## src/rtl/ids_regs.svh

```systemverilog
`ifndef IDS_REGS_SVH
`define IDS_REGS_SVH

// Register indices; byte address is four times the index
`define IDS_DATA_IDX      8'hBC
`define IDS_STATE_IDX     8'hBD

// Reset values
`define IDS_DATA_RST      8'h00
`define IDS_STATE_RST     8'hF8

// State code field
`define IDS_CODE_MSB      7
`define IDS_CODE_LSB      3
`define IDS_IDLE_CODE     5'h1F
`define IDS_CODE_PAD      3'h0

// Bus answers
`define IDS_RESP_OKAY     2'h0
`define IDS_RESP_SLVERR   2'h2
`define IDS_RDATA_ZERO    32'h00000000

`endif

```

## src/rtl/ids_pkg.sv

```systemverilog
package ids_pkg;

  typedef logic [7:0] ids_byte_t;

  typedef enum logic [2:0] {
    WR_COLLECT = 3'b001,
    WR_APPLY   = 3'b010,
    WR_RESP    = 3'b100
  } ids_wr_e;

endpackage

```

## src/rtl/ids_byte_shifter.sv

```systemverilog
`timescale 1ns/10ps
`include "ids_regs.svh"

module ids_byte_shifter (
  // Clock and reset
  input  wire logic               core_clk,
  input  wire logic               sys_rst,
  // Software load
  input  wire logic               loadEn,
  input  wire ids_pkg::ids_byte_t loadByte,
  // Bit shifting
  input  wire logic               shiftEn,
  input  wire logic               bitIn,
  input  wire logic               holdIn,
  // Held byte
  output ids_pkg::ids_byte_t      byteOut
);

  ids_pkg::ids_byte_t bus_data_byte_reg;
  ids_pkg::ids_byte_t bus_data_byte_next;
  wire                shiftGo;

  // Shifting stops while the event flag is up
  assign shiftGo = shiftEn && !holdIn;

  // Load wins over shift; shifted-in bit is the line, not the written bit
  assign bus_data_byte_next = loadEn  ? loadByte :
                              shiftGo ? {bus_data_byte_reg[6:0], bitIn} :
                                        bus_data_byte_reg;

  always_ff @(posedge core_clk)
  begin
    if (sys_rst)
      bus_data_byte_reg <= `IDS_DATA_RST;
    else
      bus_data_byte_reg <= bus_data_byte_next;
  end

  assign byteOut = bus_data_byte_reg;

  property p_hold_flag;
    @(posedge core_clk) disable iff (sys_rst)
    (holdIn && !loadEn) |=> (bus_data_byte_reg == $past(bus_data_byte_reg));
  endproperty
  a_hold_flag: assert property (p_hold_flag)
    else $error("Data byte changed while event flag set");

  property p_shift_in;
    @(posedge core_clk) disable iff (sys_rst)
    (shiftEn && !holdIn && !loadEn) |=>
      (bus_data_byte_reg[7:1] == $past(bus_data_byte_reg[6:0]));
  endproperty
  a_shift_in: assert property (p_shift_in)
    else $error("Data byte did not shift");

  property p_line_bit;
    @(posedge core_clk) disable iff (sys_rst)
    (shiftEn && !holdIn && !loadEn) |=> (bus_data_byte_reg[0] == $past(bitIn));
  endproperty
  a_line_bit: assert property (p_line_bit)
    else $error("Sampled line bit not captured");

endmodule

```

## src/rtl/ids_data_status.sv

```systemverilog
// The implementer's own choice: the AXI4-Lite register port.
`timescale 1ns/10ps
`include "ids_regs.svh"

module ids_data_status (
  // Clock and reset
  input  wire logic        core_clk,
  input  wire logic        sys_rst,
  // AXI4-Lite write address
  input  wire logic [11:0] awaddr,
  input  wire logic        awvalid,
  output logic             awready,
  // AXI4-Lite write data
  input  wire logic [31:0] wdata,
  input  wire logic [3:0]  wstrb,
  input  wire logic        wvalid,
  output logic             wready,
  // AXI4-Lite write response
  output logic [1:0]       bresp,
  output logic             bvalid,
  input  wire logic        bready,
  // AXI4-Lite read address
  input  wire logic [11:0] araddr,
  input  wire logic        arvalid,
  output logic             arready,
  // AXI4-Lite read data
  output logic [31:0]      rdata,
  output logic [1:0]       rresp,
  output logic             rvalid,
  input  wire logic        rready,
  // Protocol engine side
  input  wire logic        shiftEn,
  input  wire logic        sdaSample,
  input  wire logic        stateLoad,
  input  wire logic [4:0]  stateCodeIn,
  input  wire logic        eventClear,
  output logic             sdaOut,
  output ids_pkg::ids_byte_t busByte,
  output logic             serialEvent,
  output logic             irqReq
);

  // Byte addresses of the two registers
  localparam logic [11:0] DATA_ADDR  = {2'b00, `IDS_DATA_IDX, 2'b00};
  localparam logic [11:0] STATE_ADDR = {2'b00, `IDS_STATE_IDX, 2'b00};

  ids_pkg::ids_wr_e   wrState_reg;
  ids_pkg::ids_wr_e   wrState_next;
  logic               awHeld_reg;
  logic               wHeld_reg;
  logic [11:0]        wrAddr_reg;
  logic [31:0]        wrData_reg;
  logic [3:0]         wrStrb_reg;
  logic               awready_reg;
  logic               wready_reg;
  logic               bvalid_reg;
  logic [1:0]         bresp_reg;
  logic               arready_reg;
  logic               rvalid_reg;
  logic [31:0]        rdata_reg;
  logic [1:0]         rresp_reg;
  logic               rdState_reg;
  logic [4:0]         bus_state_code_reg;
  logic               serialEvent_reg;
  logic               serialEvent_next;
  logic               irqReq_reg;
  ids_pkg::ids_byte_t dataByte;

  wire        awTake     = awvalid && awready_reg;
  wire        wTake      = wvalid && wready_reg;
  wire        arTake     = arvalid && arready_reg;
  wire        applying   = (wrState_reg == ids_pkg::WR_APPLY);
  wire        wrDataHit  = (wrAddr_reg == DATA_ADDR);
  wire        wrStateHit = (wrAddr_reg == STATE_ADDR);
  wire        wrMapped   = wrDataHit || wrStateHit;
  // Software byte load; no guard against a transfer in flight
  wire        dataLoad   = applying && wrDataHit && wrStrb_reg[0];
  wire        rdDataHit  = (araddr == DATA_ADDR);
  wire        rdStateHit = (araddr == STATE_ADDR);
  wire        codeIsIdle = (stateCodeIn == `IDS_IDLE_CODE);
  wire        eventSet   = stateLoad && !codeIsIdle;
  wire [7:0]  stateByte  = {bus_state_code_reg, `IDS_CODE_PAD};
  wire [31:0] rdMux      = rdDataHit  ? {24'h000000, dataByte} :
                           rdStateHit ? {24'h000000, stateByte} :
                                        `IDS_RDATA_ZERO;
  wire [1:0]  rdResp     = (rdDataHit || rdStateHit) ? `IDS_RESP_OKAY : `IDS_RESP_SLVERR;

  // Set wins over a clear in the same cycle
  assign serialEvent_next = eventSet ? 1'b1 : (eventClear ? 1'b0 : serialEvent_reg);

  always_comb
  begin
    wrState_next = wrState_reg;
    case (wrState_reg)
      ids_pkg::WR_COLLECT:
        if ((awHeld_reg || awTake) && (wHeld_reg || wTake))
          wrState_next = ids_pkg::WR_APPLY;
      ids_pkg::WR_APPLY:
        wrState_next = ids_pkg::WR_RESP;
      ids_pkg::WR_RESP:
        if (bready)
          wrState_next = ids_pkg::WR_COLLECT;
      default:
        wrState_next = ids_pkg::WR_COLLECT;
    endcase
  end

  // Write channel capture
  always_ff @(posedge core_clk)
  begin
    if (sys_rst)
    begin
      wrState_reg <= ids_pkg::WR_COLLECT;
      awHeld_reg  <= 1'b0;
      wHeld_reg   <= 1'b0;
      awready_reg <= 1'b1;
      wready_reg  <= 1'b1;
      wrAddr_reg  <= 12'h000;
      wrData_reg  <= 32'h00000000;
      wrStrb_reg  <= 4'h0;
    end
    else
    begin
      wrState_reg <= wrState_next;
      if (awTake)
      begin
        awHeld_reg  <= 1'b1;
        awready_reg <= 1'b0;
        wrAddr_reg  <= awaddr;
      end
      if (wTake)
      begin
        wHeld_reg  <= 1'b1;
        wready_reg <= 1'b0;
        wrData_reg <= wdata;
        wrStrb_reg <= wstrb;
      end
      if ((wrState_reg == ids_pkg::WR_RESP) && bready)
      begin
        awHeld_reg  <= 1'b0;
        wHeld_reg   <= 1'b0;
        awready_reg <= 1'b1;
        wready_reg  <= 1'b1;
      end
    end
  end

  // Write response
  always_ff @(posedge core_clk)
  begin
    if (sys_rst)
    begin
      bvalid_reg <= 1'b0;
      bresp_reg  <= `IDS_RESP_OKAY;
    end
    else if (applying)
    begin
      bvalid_reg <= 1'b1;
      bresp_reg  <= wrMapped ? `IDS_RESP_OKAY : `IDS_RESP_SLVERR;
    end
    else if (bvalid_reg && bready)
      bvalid_reg <= 1'b0;
  end

  // Read channel
  always_ff @(posedge core_clk)
  begin
    if (sys_rst)
    begin
      arready_reg <= 1'b1;
      rvalid_reg  <= 1'b0;
      rdata_reg   <= `IDS_RDATA_ZERO;
      rresp_reg   <= `IDS_RESP_OKAY;
      rdState_reg <= 1'b0;
    end
    else if (arTake)
    begin
      arready_reg <= 1'b0;
      rvalid_reg  <= 1'b1;
      rdata_reg   <= rdMux;
      rresp_reg   <= rdResp;
      rdState_reg <= rdStateHit;
    end
    else if (rvalid_reg && rready)
    begin
      arready_reg <= 1'b1;
      rvalid_reg  <= 1'b0;
    end
  end

  // State code only moves with the protocol engine
  always_ff @(posedge core_clk)
  begin
    if (sys_rst)
      bus_state_code_reg <= 5'(`IDS_STATE_RST >> `IDS_CODE_LSB);
    else if (stateLoad)
      bus_state_code_reg <= stateCodeIn;
  end

  // Event flag and interrupt request
  always_ff @(posedge core_clk)
  begin
    if (sys_rst)
    begin
      serialEvent_reg <= 1'b0;
      irqReq_reg      <= 1'b0;
    end
    else
    begin
      serialEvent_reg <= serialEvent_next;
      irqReq_reg      <= eventSet;
    end
  end

  ids_byte_shifter u_shifter (
    .core_clk (core_clk),
    .sys_rst  (sys_rst),
    .loadEn   (dataLoad),
    .loadByte (wrData_reg[7:0]),
    .shiftEn  (shiftEn),
    .bitIn    (sdaSample),
    .holdIn   (serialEvent_reg),
    .byteOut  (dataByte)
  );

  assign awready     = awready_reg;
  assign wready      = wready_reg;
  assign bvalid      = bvalid_reg;
  assign bresp       = bresp_reg;
  assign arready     = arready_reg;
  assign rvalid      = rvalid_reg;
  assign rdata       = rdata_reg;
  assign rresp       = rresp_reg;
  assign sdaOut      = dataByte[7];
  assign busByte     = dataByte;
  assign serialEvent = serialEvent_reg;
  assign irqReq      = irqReq_reg;

  property p_code_load;
    @(posedge core_clk) disable iff (sys_rst)
    stateLoad |=> (bus_state_code_reg == $past(stateCodeIn));
  endproperty
  a_code_load: assert property (p_code_load)
    else $error("State code not loaded");

  property p_idle_quiet;
    @(posedge core_clk) disable iff (sys_rst)
    (stateLoad && codeIsIdle && !serialEvent_reg) |=> !serialEvent_reg;
  endproperty
  a_idle_quiet: assert property (p_idle_quiet)
    else $error("Idle code raised the event flag");

  property p_event_set;
    @(posedge core_clk) disable iff (sys_rst)
    (stateLoad && !codeIsIdle) |=> (serialEvent_reg && irqReq_reg);
  endproperty
  a_event_set: assert property (p_event_set)
    else $error("State entry missed flag or interrupt");

  property p_low_zero;
    @(posedge core_clk) disable iff (sys_rst)
    (rvalid_reg && rdState_reg) |-> (rdata_reg[2:0] == 3'h0 && rdata_reg[31:8] == 24'h000000);
  endproperty
  a_low_zero: assert property (p_low_zero)
    else $error("State read has nonzero low bits");

  property p_ro_state;
    @(posedge core_clk) disable iff (sys_rst)
    (applying && wrStateHit && !stateLoad) |=> (bus_state_code_reg == $past(bus_state_code_reg));
  endproperty
  a_ro_state: assert property (p_ro_state)
    else $error("Software write changed state code");

  property p_write_resp;
    @(posedge core_clk) disable iff (sys_rst)
    (awTake && wTake && !awHeld_reg && !wHeld_reg) |=> ##1 bvalid_reg;
  endproperty
  a_write_resp: assert property (p_write_resp)
    else $error("Write response late");

  property p_read_resp;
    @(posedge core_clk) disable iff (sys_rst)
    arTake |=> (rvalid_reg && !arready_reg);
  endproperty
  a_read_resp: assert property (p_read_resp)
    else $error("Read response late");

endmodule

```

## config.mk

```make
export PLATFORM = sky130hd
export DESIGN_NAME = ids_data_status
export DESIGN_NICKNAME = d
export VERILOG_FILES = /design/src/rtl/ids_pkg.sv /design/src/rtl/ids_byte_shifter.sv /design/src/rtl/ids_data_status.sv
export VERILOG_INCLUDE_DIRS = /design/src /design/src/rtl
export SDC_FILE = /design/constraint.sdc
export NUM_CORES = 1
export LEC_CHECK = 0
export ABC_AREA = 1
export BUFFER_PORTS_ARGS = -buffer_cell sky130_fd_sc_hd__buf_4
export CAP_MARGIN = 20
export CORE_MARGIN = 3
export CORE_UTILIZATION = 49
export CTS_CLUSTER_DIAMETER = 200
export DETAILED_ROUTE_END_ITERATION = 6
export PLACE_DENSITY = 0.86
export SETUP_SLACK_MARGIN = 0.3
export SLEW_MARGIN = 20
export SYNTH_ARGS = -nofsm -noshare
export SYNTH_HDL_FRONTEND = slang
export SYNTH_HIERARCHICAL = 1
export SYNTH_SLANG_ARGS = --single-unit
```

## constraint.sdc

```tcl
create_clock -name core_clk -period 2.6 [get_ports core_clk]
set_input_delay 0.52 -clock core_clk [delete_from_list [all_inputs] [get_ports core_clk]]
set_output_delay 0.52 -clock core_clk [all_outputs]
set_load 0.05 [all_outputs]
```

* Word-level counts from Yosys, hierarchy flattened *
Cells that the tools add are included.

storage, ports and cells
  register bits = 82
  input port bits = 76
  output and inout bits = 52

operators by class
  equality and inequality tests = 10
  multiplexer cells = 17
  reduce and logical (&&, ||, !) cells = 23

operator list
  operator                                                           number
  12-bit by 10-bit == test with 1-bit output, second input constant  4
  8-bit two-way mux                                                  4
  1-bit logical AND                                                  11
  3-bit one-hot mux with 3 select lines                              1
  1-bit two-way mux                                                  8
  2-bit nonzero test                                                 4
  3-bit two-way mux                                                  2
  5-bit == test, second input constant                               1
  1-bit logical OR                                                   4
  2-bit two-way mux                                                  2
  2-bit inequality test, second input constant                       2
  3-bit by 1-bit == test with 1-bit output, second input constant    1
  3-bit by 2-bit == test with 1-bit output, second input constant    1
  3-bit == test, second input constant                               1
  1-bit logical NOT                                                  2
  2-bit AND reduction                                                1
  2-bit OR reduction                                                 1

* Longest topological paths before layout *
Gate-level depths: netlist of run 1.

  depth after elaboration = 5
  mapped depth = 12
  depth with buffers taken out = 10

* By module *
Netlist of run 1, hierarchy kept.

modules (own cells, without submodules)
  module            instances  cells each  area each (um^2)
  ids_data_status   1          286         2117.0
  ids_byte_shifter  1          63          435.4

* Least setup slack after synthesis of run 1 *
OpenSTA, ideal clock, no wires.

  path kind = register -> register
  start point = register wrState_reg[2]
  end point = register u_shifter.bus_data_byte_reg[1], in the netlist u_shifter/byteOut[1]
  setup time = 0.129 ns
  data arrival time = 1.432 ns
  setup slack = 1.039 ns
  cell stages (with the launch flop) = 13
  path buffers = 2
  clock period less this slack = 1.561 ns
  path through = dfxtp_1 inv_1 nand3_2 nor3_1 nand2_1 nor3b_1 buf_6 inv_8 buf_12 nand2_2 nand2_1 nand2_1 a21oi_2

on the way
  cells in the longest elaborated chain, start to end = 4

RTL lines
  item                                                     RTL line                source
  from (decl)                                              ids_data_status.sv:47   ids_pkg::ids_wr_e wrState_reg;
  from (signal assigned)                                   ids_data_status.sv:113  wrState_reg <= ids_pkg::WR_COLLECT;
  from (signal assigned)                                   ids_data_status.sv:124  wrState_reg <= wrState_next;
  3-bit by 2-bit == test with 1-bit output (*)             ids_data_status.sv:72   wire applying = (wrState_reg == ids_pkg::WR_APPLY);
  1-bit logical AND (*) (2 in a row)                       ids_data_status.sv:77   wire dataLoad = applying && wrDataHit && wrStrb_reg[0];
  named net dataLoad                                       ids_data_status.sv:77
  8-bit two-way mux or 2-bit nonzero test (tied branches)  --
  to (signal assigned)                                     ids_byte_shifter.sv:34  bus_data_byte_reg <= `IDS_DATA_RST;
  to (signal assigned)                                     ids_byte_shifter.sv:36  bus_data_byte_reg <= bus_data_byte_next;
  to (decl)                                                ids_byte_shifter.sv:19  ids_pkg::ids_byte_t bus_data_byte_reg;

Mark *: on every way through the listed nets, which the timed path passes. The rest lies on a longest branch.
A chain may end at the register's enable or synchronous reset.

* Final worst setup path of run 1 *
  start point = register wrState_reg[0]
  end point = register u_shifter.bus_data_byte_reg[1], in the netlist u_shifter/byteOut[1]

The elaborated chain is that of the path after synthesis.

==> results.py, run 1 <==
metrics = {
    "cells_and_area": {
        "final_common_cell": "buf_4",
        "diodes": 0,
        "fin_util_pct": 64.5,
        "largest_register_ffs": 12,
        "layout_common_cells": "77 x buf_4, 67 x nand2_1, 62 x nor2_1, 56 x dfxtp_1, 36 x nand3_1",
        "syn_to_final_growth_pct": 23.4,
        "design_area_um2": 3150,
        "layout-drive-gt1-share_pct": 24.0,
        "fin_cells": 487,
        "fin_nets": 495,
    },
    "logic_synthesis": {
        "synth_cells": 349,
        "synthFlopType": "dfxtp_1",
        "synth_top_area_share_pct": 43.9,
        "synth_top_area_cell": "dfxtp_1",
        "async_reset_ff_share_pct": 0,
        "yosys_warnings": 6,
        "netlist_area_um2": 2550,
        "synth.ff_latch_count": 56,
        "avgSynthCellArea_um2": 7.31,
        "synth_edf_count": 0,
        "synthTopCellsByArea": "dfxtp_1 44%, nand2_1 9.9%, nor2_1 9.1%",
        "seq_area_frac_synth_pct": 43.9,
        "synth.distinct_cells": 28,
    },
    "timing": {
        "timing.final.crit_share_pct": 67.5,
        "hold_ws_ns": 0.428,
        "period_needed_ns": 1.76,
        "rsz0062_at_grt": "false",
        "fmax_ghz": 0.570,
        "setup_viol": 0,
        "final_hold_viol_count": 0,
        "finalMaxSlewViolations": 0,
        "fin_setup_tns_ns": 0,
        "clock_skew_ns": 0.00511,
        "finalWorstSetupSlack_ns": 0.845,
    },
    "placed_design": {
        "gp_congestion": 0.847,
        "pre_cts_ws_ns": 0.867,
        "io_buffer_count": 74,
        "place_inst": 479,
        "dp_hpwl_mm": 4.18,
        "place_area_um2": 3020,
    },
    "clocking": {
        "cts_buffer_depth": 2,
        "cts_setup_buffers": 0,
        "clock_latency_ns": 0.31,
        "cts_resized": 0,
        "postCtsHoldBufs": 0,
        "cts_buffers": 5,
        "h-tree-depth": 2,
        "cts-root-buf": "clkbuf_8",
        "clk_pin_slew_worst_paths_ns": 0.10,
        "clock-sinks": 56,
        "cts_tree": "done",
    },
    "drt": {
        "wl_mm": 5.45,
        "wl_met1_mm": 2.32,
        "drc_errors": 0,
        "dr_wl_met3_um": 449,
        "wl_per_cell_um": 11.2,
        "dr_total_vias": 2280,
        "drtIter0Drc": 117,
        "ant_nets": 0,
        "vias_per_cell": 4.68,
        "met2_wirelength_mm": 2.62,
        "topRoutingLayerUsed": "met4",
        "dr.pass1.iters": 4,
    },
    "floorplan": {
        "ios": 128,
        "die_x_um": 78.2,
        "rows": 25,
        "die_area_um2": 6110,
        "initial_core_util_pct": 52.3,
        "die_h_um": 78.2,
        "coreArea_um2": 4880,
    },
    "pwr": {
        "finalPower_mw": 2.03,
        "powerDensity_nw_per_um2": 645,
        "peakVddDrop_v": 0.000329,
        "p_leak_nw": 1.55,
    },
    "flow_run": {
        "drv_cap": 0,
    },
    "hold_path": {
        "hold-path-cell-count": 3,
        "hp-class": "input pin to flip-flop",
    },
    "global_routing": {
        "grt_pass1_vias": 2066,
        "track_usage_pct": 17.6,
        "grt_max_degree": 24,
        "antenna_found_initial": 0,
        "grt_pass1_wl_mm": 8.89,
        "grt_overflow_total": 0,
    },
    "worst_setup_path": {
        "cp_max_fo": 17,
        "worst_r2r_path_depth": 10,
        "crit_type": "flip-flop to flip-flop",
        "critPathCaptureType": "flip-flop",
        "cp.required_ns": 2.85,
        "rrSetupSlack_ns": 0.84,
        "start_kind": "flip-flop",
        "arrival_ns": 2.00,
    },
    "outcome": {
        "status": "completed",
    },
}
[report_power, final]
part	switching, mW	leakage (nW)	internal [mW]
sequential	0.0396	0.462	0.928
clock	0.267	0.0645	0.340
combinational	0.310	1.02	0.146
[layout make-up]
class                      count  area (um2)
sequential                    56        1120
tap                           67        83.8
inverter                      27         109
clock inverter                 1        30.0
multi-input combinational    252        1130
clock buffer                   7        96.3
timing repair buffer          77         578
fill                         466        1730
[kinds of logic after synthesis]
kind of cell / count (synthesis) / share of synthesized area [%]
buf+inv: 66 / 15.4
simple gates: 181 / 31.1
flops: 56 / 43.9
compound gates: 45 / 9.36
other cells: 1 / 0.147
[final timing paths]
| path | startpoint | end |
|---|---|---|
| worst max register to register | wrState_reg[0]$_SDFFE_PP1P_ | u_shifter/byteOut[1]$_SDFFE_PP0P_ |
| worst min register to register | bus_state_code_reg[3]$_SDFFE_PP1P_ | bus_state_code_reg[3]$_SDFFE_PP1P_ |
| worst min-delay path | stateCodeIn[0] | bus_state_code_reg[0]$_SDFFE_PP1P_ |
| worst max-delay path | wrState_reg[0]$_SDFFE_PP1P_ | u_shifter/byteOut[1]$_SDFFE_PP0P_ |
[synth_stat cells (2+ instances only)]
library cell,n
nor3_1,2
buf_6,2
inv_2,2
dfxtp_1,56
nand3_2,2
nand2_1,67
nor2_4,2
buf_2,2
nand3_1,36
inv_1,23
nand4_1,2
a21oi_2,2
o21ai_0,26
clkbuf_1,5
nand2_2,5
buf_4,28
a21oi_1,15
nor2_1,62
[critical path, cell delays in order (launching register included)]
cell     delay (ns)
dfxtp_1        0.33
inv_1          0.10
nand3_2        0.12
nor3_1         0.17
nand2_1        0.10
nor3b_1        0.22
buf_4          0.22
inv_8          0.07
nand2_2        0.15
nand2_1        0.09
a21oi_2        0.12
[per-layer routing]
layer  GRT usage, %  vias to the layer above
li1               -                     1190
met1           21.2                      998
met2           31.2                       88
met3           5.16                        4
met4           3.85                        0
met5              0                        -
No activity file was read; power rests on OpenSTA's default activity.
==> run 2: changes to the inputs <==
--- a/config.mk
+++ b/config.mk
@@ -10,10 +10,10 @@
 export BUFFER_PORTS_ARGS = -buffer_cell sky130_fd_sc_hd__buf_4
 export CAP_MARGIN = 20
 export CORE_MARGIN = 3
-export CORE_UTILIZATION = 49
+export CORE_UTILIZATION = 41
 export CTS_CLUSTER_DIAMETER = 200
 export DETAILED_ROUTE_END_ITERATION = 6
-export PLACE_DENSITY = 0.86
+export PLACE_DENSITY = 0.77
 export SETUP_SLACK_MARGIN = 0.3
 export SLEW_MARGIN = 20
 export SYNTH_ARGS = -nofsm -noshare
==> constraint.sdc (replaced) <==
create_clock -name core_clk -period 1.4 [get_ports core_clk]
set_input_delay 0.28 -clock core_clk [delete_from_list [all_inputs] [get_ports core_clk]]
set_output_delay 0.28 -clock core_clk [all_outputs]
set_load 0.05 [all_outputs]
==> run 2 against run 1 <==
The run now ends with negative setup slack left. Global-route usage shrank 1.8 points. Wire length grew 6.7%. First-iteration DRC count shrank 35%.
==> results.py, run 2 (same netlist as run 1, synthesis figures left out) <==
metrics = {
    "cells_and_area": {
        "fin_nets": 512,
        "fin_cells": 512,
        "fin_util_pct": 59.5,
        "diodes": 0,
        "syn_to_final_growth_pct": 39.7,
        "largest_register_ffs": 12,
        "design_area_um2": 3560,
        "layout-drive-gt1-share_pct": 35.7,
        "final_common_cell": "nand2_1",
        "layout_common_cells": "67 x nand2_1, 65 x buf_4, 59 x nor2_1, 36 x nand3_1, 28 x dfxtp_1",
    },
    "pwr": {
        "peakVddDrop_v": 0.000535,
        "p_leak_nw": 1.70,
        "powerDensity_nw_per_um2": 1080,
    },
    "timing": {
        "setup_viol": 8,
        "rsz0062_at_grt": "true",
        "period_needed_ns": 1.52,
        "clock_skew_ns": 0.00647,
        "final_hold_viol_count": 0,
        "finalWorstSetupSlack_ns": -0.122,
        "fmax_ghz": 0.657,
        "finalMaxSlewViolations": 0,
        "timing.final.crit_share_pct": 109,
    },
    "global_routing": {
        "grt_use_met3_pct": 4.27,
        "use_met1_pct": 18.6,
        "grtUsageMet2_pct": 28.5,
        "grt_pass1_vias": 2185,
        "grt_max_degree": 24,
        "antenna_found_initial": 0,
        "track_usage_pct": 15.9,
        "grt_overflow_total": 0,
        "busiest_layer": "met2",
        "grt_pass1_wl_mm": 9.48,
    },
    "drt": {
        "drtIter0Drc": 76,
        "ant_nets": 0,
        "dr.pass1.iters": 4,
        "dr_total_vias": 2350,
        "wl_mm": 5.81,
        "drc_errors": 0,
        "wl_per_cell_um": 11.3,
        "vias_per_cell": 4.59,
    },
    "outcome": {
        "status": "finished, violations left",
        "failed_checks": "negative setup slack",
    },
    "floorplan": {
        "coreArea_um2": 5990,
        "ios": 128,
        "rows": 28,
        "initial_core_util_pct": 42.6,
        "die_x_um": 84.9,
        "die_area_um2": 7210,
        "die_h_um": 84.9,
    },
    "worst_setup_path": {
        "crit_type": "flip-flop to flip-flop",
        "critPathCaptureType": "flip-flop",
        "arrival_ns": 1.72,
        "cp_max_fo": 17,
        "start_kind": "flip-flop",
        "cp.required_ns": 1.60,
    },
    "placed_design": {
        "io_buffer_count": 74,
        "place_inst": 496,
        "place_area_um2": 3140,
        "gp_congestion": 0.780,
        "dp_hpwl_mm": 4.28,
    },
    "hold_path": {
        "hp-class": "input pin to flip-flop",
    },
    "flow_run": {
        "drv_cap": 0,
    },
    "clocking": {
        "cts_buffers": 5,
        "clock-sinks": 56,
        "cts_tree": "done",
        "h-tree-depth": 2,
        "cts-root-buf": "clkbuf_8",
        "clk_pin_slew_worst_paths_ns": 0.10,
        "cts_buffer_depth": 2,
        "clock_latency_ns": 0.31,
    },
}
[run 2: changes by cell type in the layout (fill, tap and decap cells not counted), moves of 3 or more]
cell | previous run | this run
buf_4 | 77 | 65
buf_6 | 0 | 4
buf_8 | 0 | 23
dfxtp_1 | 56 | 28
dfxtp_2 | 0 | 21
dfxtp_4 | 0 | 7
inv_4 | 0 | 3
nor2_1 | 62 | 59
nor2_2 | 0 | 3
[run 2: cell type report]
cell class,count,area (um2)
Clock inverter,3,41.3
Tap cell,75,93.8
Timing Repair Buffer,94,903
Inverter,27,114
Multi-Input combinational cell,252,1170
Clock buffer,5,68.8
Fill cell,541,2430
Sequential cell,56,1170
[run 2: worst paths after layout]
| check | start | end | slack, ns | cells after the start |
|---|---|---|---|---|
| min reg2reg | bus_state_code_reg[1]$_SDFFE_PP1P_ | bus_state_code_reg[1]$_SDFFE_PP1P_ | 0.47 | 2 |
| max reg2reg | wrAddr_reg[11]$_SDFFE_PP0P_ | u_shifter/byteOut[3]$_SDFFE_PP0P_ | -0.12 | 11 |
| min | stateCodeIn[4] | bus_state_code_reg[4]$_SDFFE_PP1P_ | 0.20 | 3 |
| max | wrAddr_reg[11]$_SDFFE_PP0P_ | u_shifter/byteOut[3]$_SDFFE_PP0P_ | -0.12 | 11 |
[run 2: repair_timing]
action | CTS | global route
setup endpoints to repair | 34 | 41
cloned | 0 | 1
hold buffers | 0 | 0
pin swaps | 0 | 8
gates resized for setup | 67 | 19
setup buffers | 3 | 4
[run 2: per-layer routing]
metal	vias to the layer above	part of all wire (%)	wire length, um
met5	-	0	0
met4	0	1.1	63
met3	8	7.1	411
met2	85	50	2880
met1	1036	42	2460
li1	1221	-	-
[run 2: critical path: stages, from the launching register on]
cell	delay [ns]
dfxtp_2	0.34
nor2_2	0.09
nand3_1	0.07
nor2_1	0.10
nand2_1	0.08
nor3b_2	0.25
buf_6	0.17
inv_8	0.06
nand2_1	0.06
nand2_1	0.05
nand2_1	0.08
a21oi_2	0.06
[run 2: stage by stage]
stage               hold WS (ns)  total power [mW]  setup slack [ns]  setup TNS (ns)
floorplan                  0.402              2.49           -0.0953          -0.338
global placement           0.449              2.70            -0.130          -0.939
detailed placement         0.457              2.73            -0.160           -1.08
CTS                        0.189              3.86           -0.0976          -0.617
global route               0.189              4.05            -0.258           -2.01
finish                     0.200              3.84            -0.122          -0.763
[run 2: power by group]
group	internal [mW]	leakage [nW]	total, mW	switching (mW)
logic	0.384	1.17	0.975	0.591
clock network	0.531	0.0585	1.05	0.518
registers	1.73	0.473	1.82	0.0920
total	2.64	1.70	3.84	1.20
==> run 3: changes to the inputs <==
--- a/config.mk
+++ b/config.mk
@@ -11,12 +11,10 @@
 export CAP_MARGIN = 20
 export CORE_MARGIN = 3
 export CORE_UTILIZATION = 41
-export CTS_CLUSTER_DIAMETER = 200
 export DETAILED_ROUTE_END_ITERATION = 6
 export PLACE_DENSITY = 0.77
 export SETUP_SLACK_MARGIN = 0.3
 export SLEW_MARGIN = 20
 export SYNTH_ARGS = -nofsm -noshare
 export SYNTH_HDL_FRONTEND = slang
-export SYNTH_HIERARCHICAL = 1
 export SYNTH_SLANG_ARGS = --single-unit
==> constraint.sdc (replaced) <==
create_clock -name core_clk -period 1.4 [get_ports core_clk]
set_input_delay 0.07 -clock core_clk [delete_from_list [all_inputs] [get_ports core_clk]]
set_output_delay 0.07 -clock core_clk [all_outputs]
set_load 0.05 [all_outputs]
==> run 3 against run 2 <==
The run now ends clean. Clock-buffer cell count is 2 higher. Synthesized cell count is 0.86% lower. Fmax is 25% higher. Clock power is 14% lower. Sequential cell count unchanged.
==> results.py, run 3 <==
metrics = {
    "logic_synthesis": {
        "synth_edf_count": 0,
        "synth-simple-area-share_pct": 29.7,
        "synthTopCellsByArea": "dfxtp_1 43%, nand2_1 8.1%, buf_4 7.9%",
        "synth_top_area_share_pct": 43.5,
        "synth_compound_area_share_pct": 11.1,
        "synth_top_family_by_area": "simple AND/OR/NAND/NOR gates",
        "netlist_area_um2": 2580,
        "synth.ff_latch_count": 56,
        "synth_top_area_cell": "dfxtp_1",
        "synthFlopType": "dfxtp_1",
        "synth_adder_area_share_pct": 0,
        "yosys_warnings": 0,
        "synth.distinct_cells": 23,
        "synth-xor-area-share_pct": 0,
        "seq_area_frac_synth_pct": 43.5,
        "synth_common_cells": "56 x dfxtp_1, 56 x nand2_1, 44 x nor2_1",
        "async_reset_ff_share_pct": 0,
        "muxShareOfSynthArea_pct": 0,
        "avgSynthCellArea_um2": 7.46,
        "synth_cells": 346,
    },
    "outcome": {
        "status": "completed",
    },
    "floorplan": {
        "die_x_um": 85.3,
        "die_area_um2": 7280,
        "ios": 128,
        "initial_core_util_pct": 43.1,
        "coreArea_um2": 5990,
        "die_h_um": 85.3,
        "rows": 28,
    },
    "drt": {
        "wl_mm": 6.25,
        "vias_per_cell": 4.80,
        "dr.pass1.iters": 5,
        "drc_errors": 0,
        "wl_per_cell_um": 12.2,
        "dr_total_vias": 2452,
        "ant_nets": 0,
        "drtIter0Drc": 113,
    },
    "clocking": {
        "h-tree-depth": 2,
        "cts-root-buf": "clkbuf_8",
        "clk_pin_slew_worst_paths_ns": 0.10,
        "cts_buffer_depth": 2,
        "cts_buffers": 5,
        "clock_latency_ns": 0.31,
        "clock-sinks": 56,
        "cts_tree": "done",
    },
    "timing": {
        "fin_setup_tns_ns": 0,
        "hold_ws_ns": 0.00617,
        "final_hold_viol_count": 0,
        "fmax_ghz": 0.818,
        "timing.final.crit_share_pct": 87.3,
        "clock_skew_ns": 0.0150,
        "setup_viol": 0,
        "rsz0062_at_grt": "true",
        "finalMaxSlewViolations": 0,
        "period_needed_ns": 1.22,
    },
    "worst_setup_path": {
        "cp_max_fo": 8,
        "worst_r2r_path_depth": 7,
        "worst_path_max_delay_cell": "dfxtp_2",
        "start_kind": "flip-flop",
        "worst-path-stages": 7,
        "crit_type": "flip-flop to flip-flop",
        "crit_chain": "inv_2 > nand3_4 > nor2_8 > nand3_4 > nand2_1 > nand2_1 > a21oi_2",
        "cpLargestDelayFamily": "simple AND/OR/NAND/NOR gates",
        "arrival_ns": 1.48,
        "worstPathBufferInverterCount": 1,
        "critPathCaptureType": "flip-flop",
        "cp.required_ns": 1.65,
        "max_stage_delay_ns": 0.35,
    },
    "global_routing": {
        "grt_overflow_total": 0,
        "track_usage_pct": 17.4,
        "grt_pass1_wl_mm": 10.3,
        "grt_pass1_vias": 2279,
        "busiest_layer": "met2",
        "grtUsageMet2_pct": 30.5,
        "grt_max_degree": 27,
        "antenna_found_initial": 0,
        "grt_use_met3_pct": 3.20,
        "use_met1_pct": 21.0,
    },
    "cells_and_area": {
        "nFillCells": 598,
        "fin_nets": 510,
        "regArea_um2": 1140,
        "multiInputGateArea_um2": 1190,
        "layout_common_cells": "86 x buf_4, 52 x nand2_1, 45 x dfxtp_1, 42 x nor2_1, 33 x nand3_1",
        "final_common_cell": "buf_4",
        "largest_register_ffs": 12,
        "layout-drive-gt1-share_pct": 30.8,
        "syn_to_final_growth_pct": 32.1,
    },
    "pwr": {
        "powerDensity_nw_per_um2": 1030,
        "peakVddDrop_v": 0.000440,
        "p_leak_nw": 1.65,
    },
    "hold_path": {
        "hp-class": "input pin to flip-flop",
        "hold-path-cell-count": 3,
    },
    "placed_design": {
        "dp_hpwl_mm": 4.39,
        "gp_congestion": 0.774,
        "io_buffer_count": 74,
    },
    "flow_run": {
        "drv_cap": 0,
    },
}
## run 3: metal layers
metal,vias up,wire length (um)
met1,1134,2490
li1,1242,-
met4,0,114
met3,11,308
met5,-,0
met2,65,3340
## run 3: cell families (layout without fill, tap and decap cells)
group,Yosys count,count (layout)
AOI/OAI and AO/OA,57,57
buffers and inverters,74,137
DFF,56,56
other,1,27
and+or+nand+nor,158,159
## run 3: path summary, 6_finish.rpt
kind,start,end,slack (ns)
max,wrState_reg[2]$_SDFFE_PP0P_,u_shifter.byteOut[5]$_SDFFE_PP0P_,0.18
min,awaddr[7],wrAddr_reg[7]$_SDFFE_PP0P_,0.006
max reg2reg,wrState_reg[2]$_SDFFE_PP0P_,u_shifter.byteOut[5]$_SDFFE_PP0P_,0.18
min reg2reg,wrData_reg[7]$_SDFFE_PP0P_,wrData_reg[7]$_SDFFE_PP0P_,0.45
## run 3: power breakdown
| group | switching [mW] | internal, mW |
|---|---|---|
| combinational | 0.548 | 0.276 |
| clock | 0.502 | 0.403 |
| sequential | 0.0624 | 1.71 |
| total | 1.11 | 2.38 |
## run 3: metrics by stage
step | instance area, um2 | setup slack (ns) | instances | util, % | power (mW)
6_report | 3410 | 0.177 | 511 | 56.9 | 3.50
5_1_grt | 3400 | 0.0902 | 510 | 56.8 | 3.67
4_1_cts | 3360 | 0.201 | 507 | 56.1 | 3.49
3_5_place_dp | 3150 | 0.124 | 489 | 52.6 | 2.58
3_3_place_gp | 3150 | 0.177 | 489 | 52.6 | 2.57
2_1_floorplan | 2710 | 0.249 | 371 | - | 2.40
## run 3: area by class of cell
cell class                 count  share of cell area (%)
tap                           75                    2.75
multi-input combinational    242                    35.0
antenna                        1                  0.0734
timing repair buffer          94                    21.9
inverter                      35                    3.93
sequential                    56                    33.5
clock buffer                   7                    2.53
clock inverter                 1                   0.220
## run 3: repair_timing
| action | CTS | global route |
|---|---|---|
| hold buffers | 5 | 0 |
| gates cloned | 1 | 0 |
| resized for setup | 5 | 9 |
| buffers inserted | 4 | 3 |
| endpoints found under the hold margin | 5 | 0 |
| pin swaps | 15 | 1 |
| endpoints found under the setup margin | 8 | 24 |
## run 3: worst min-delay path, delay by kind of cell
kind | cells | cell delay, ns
compound gates | 1 | 0.07
simple gates | 1 | 0.07
buf+inv | 1 | 0.07
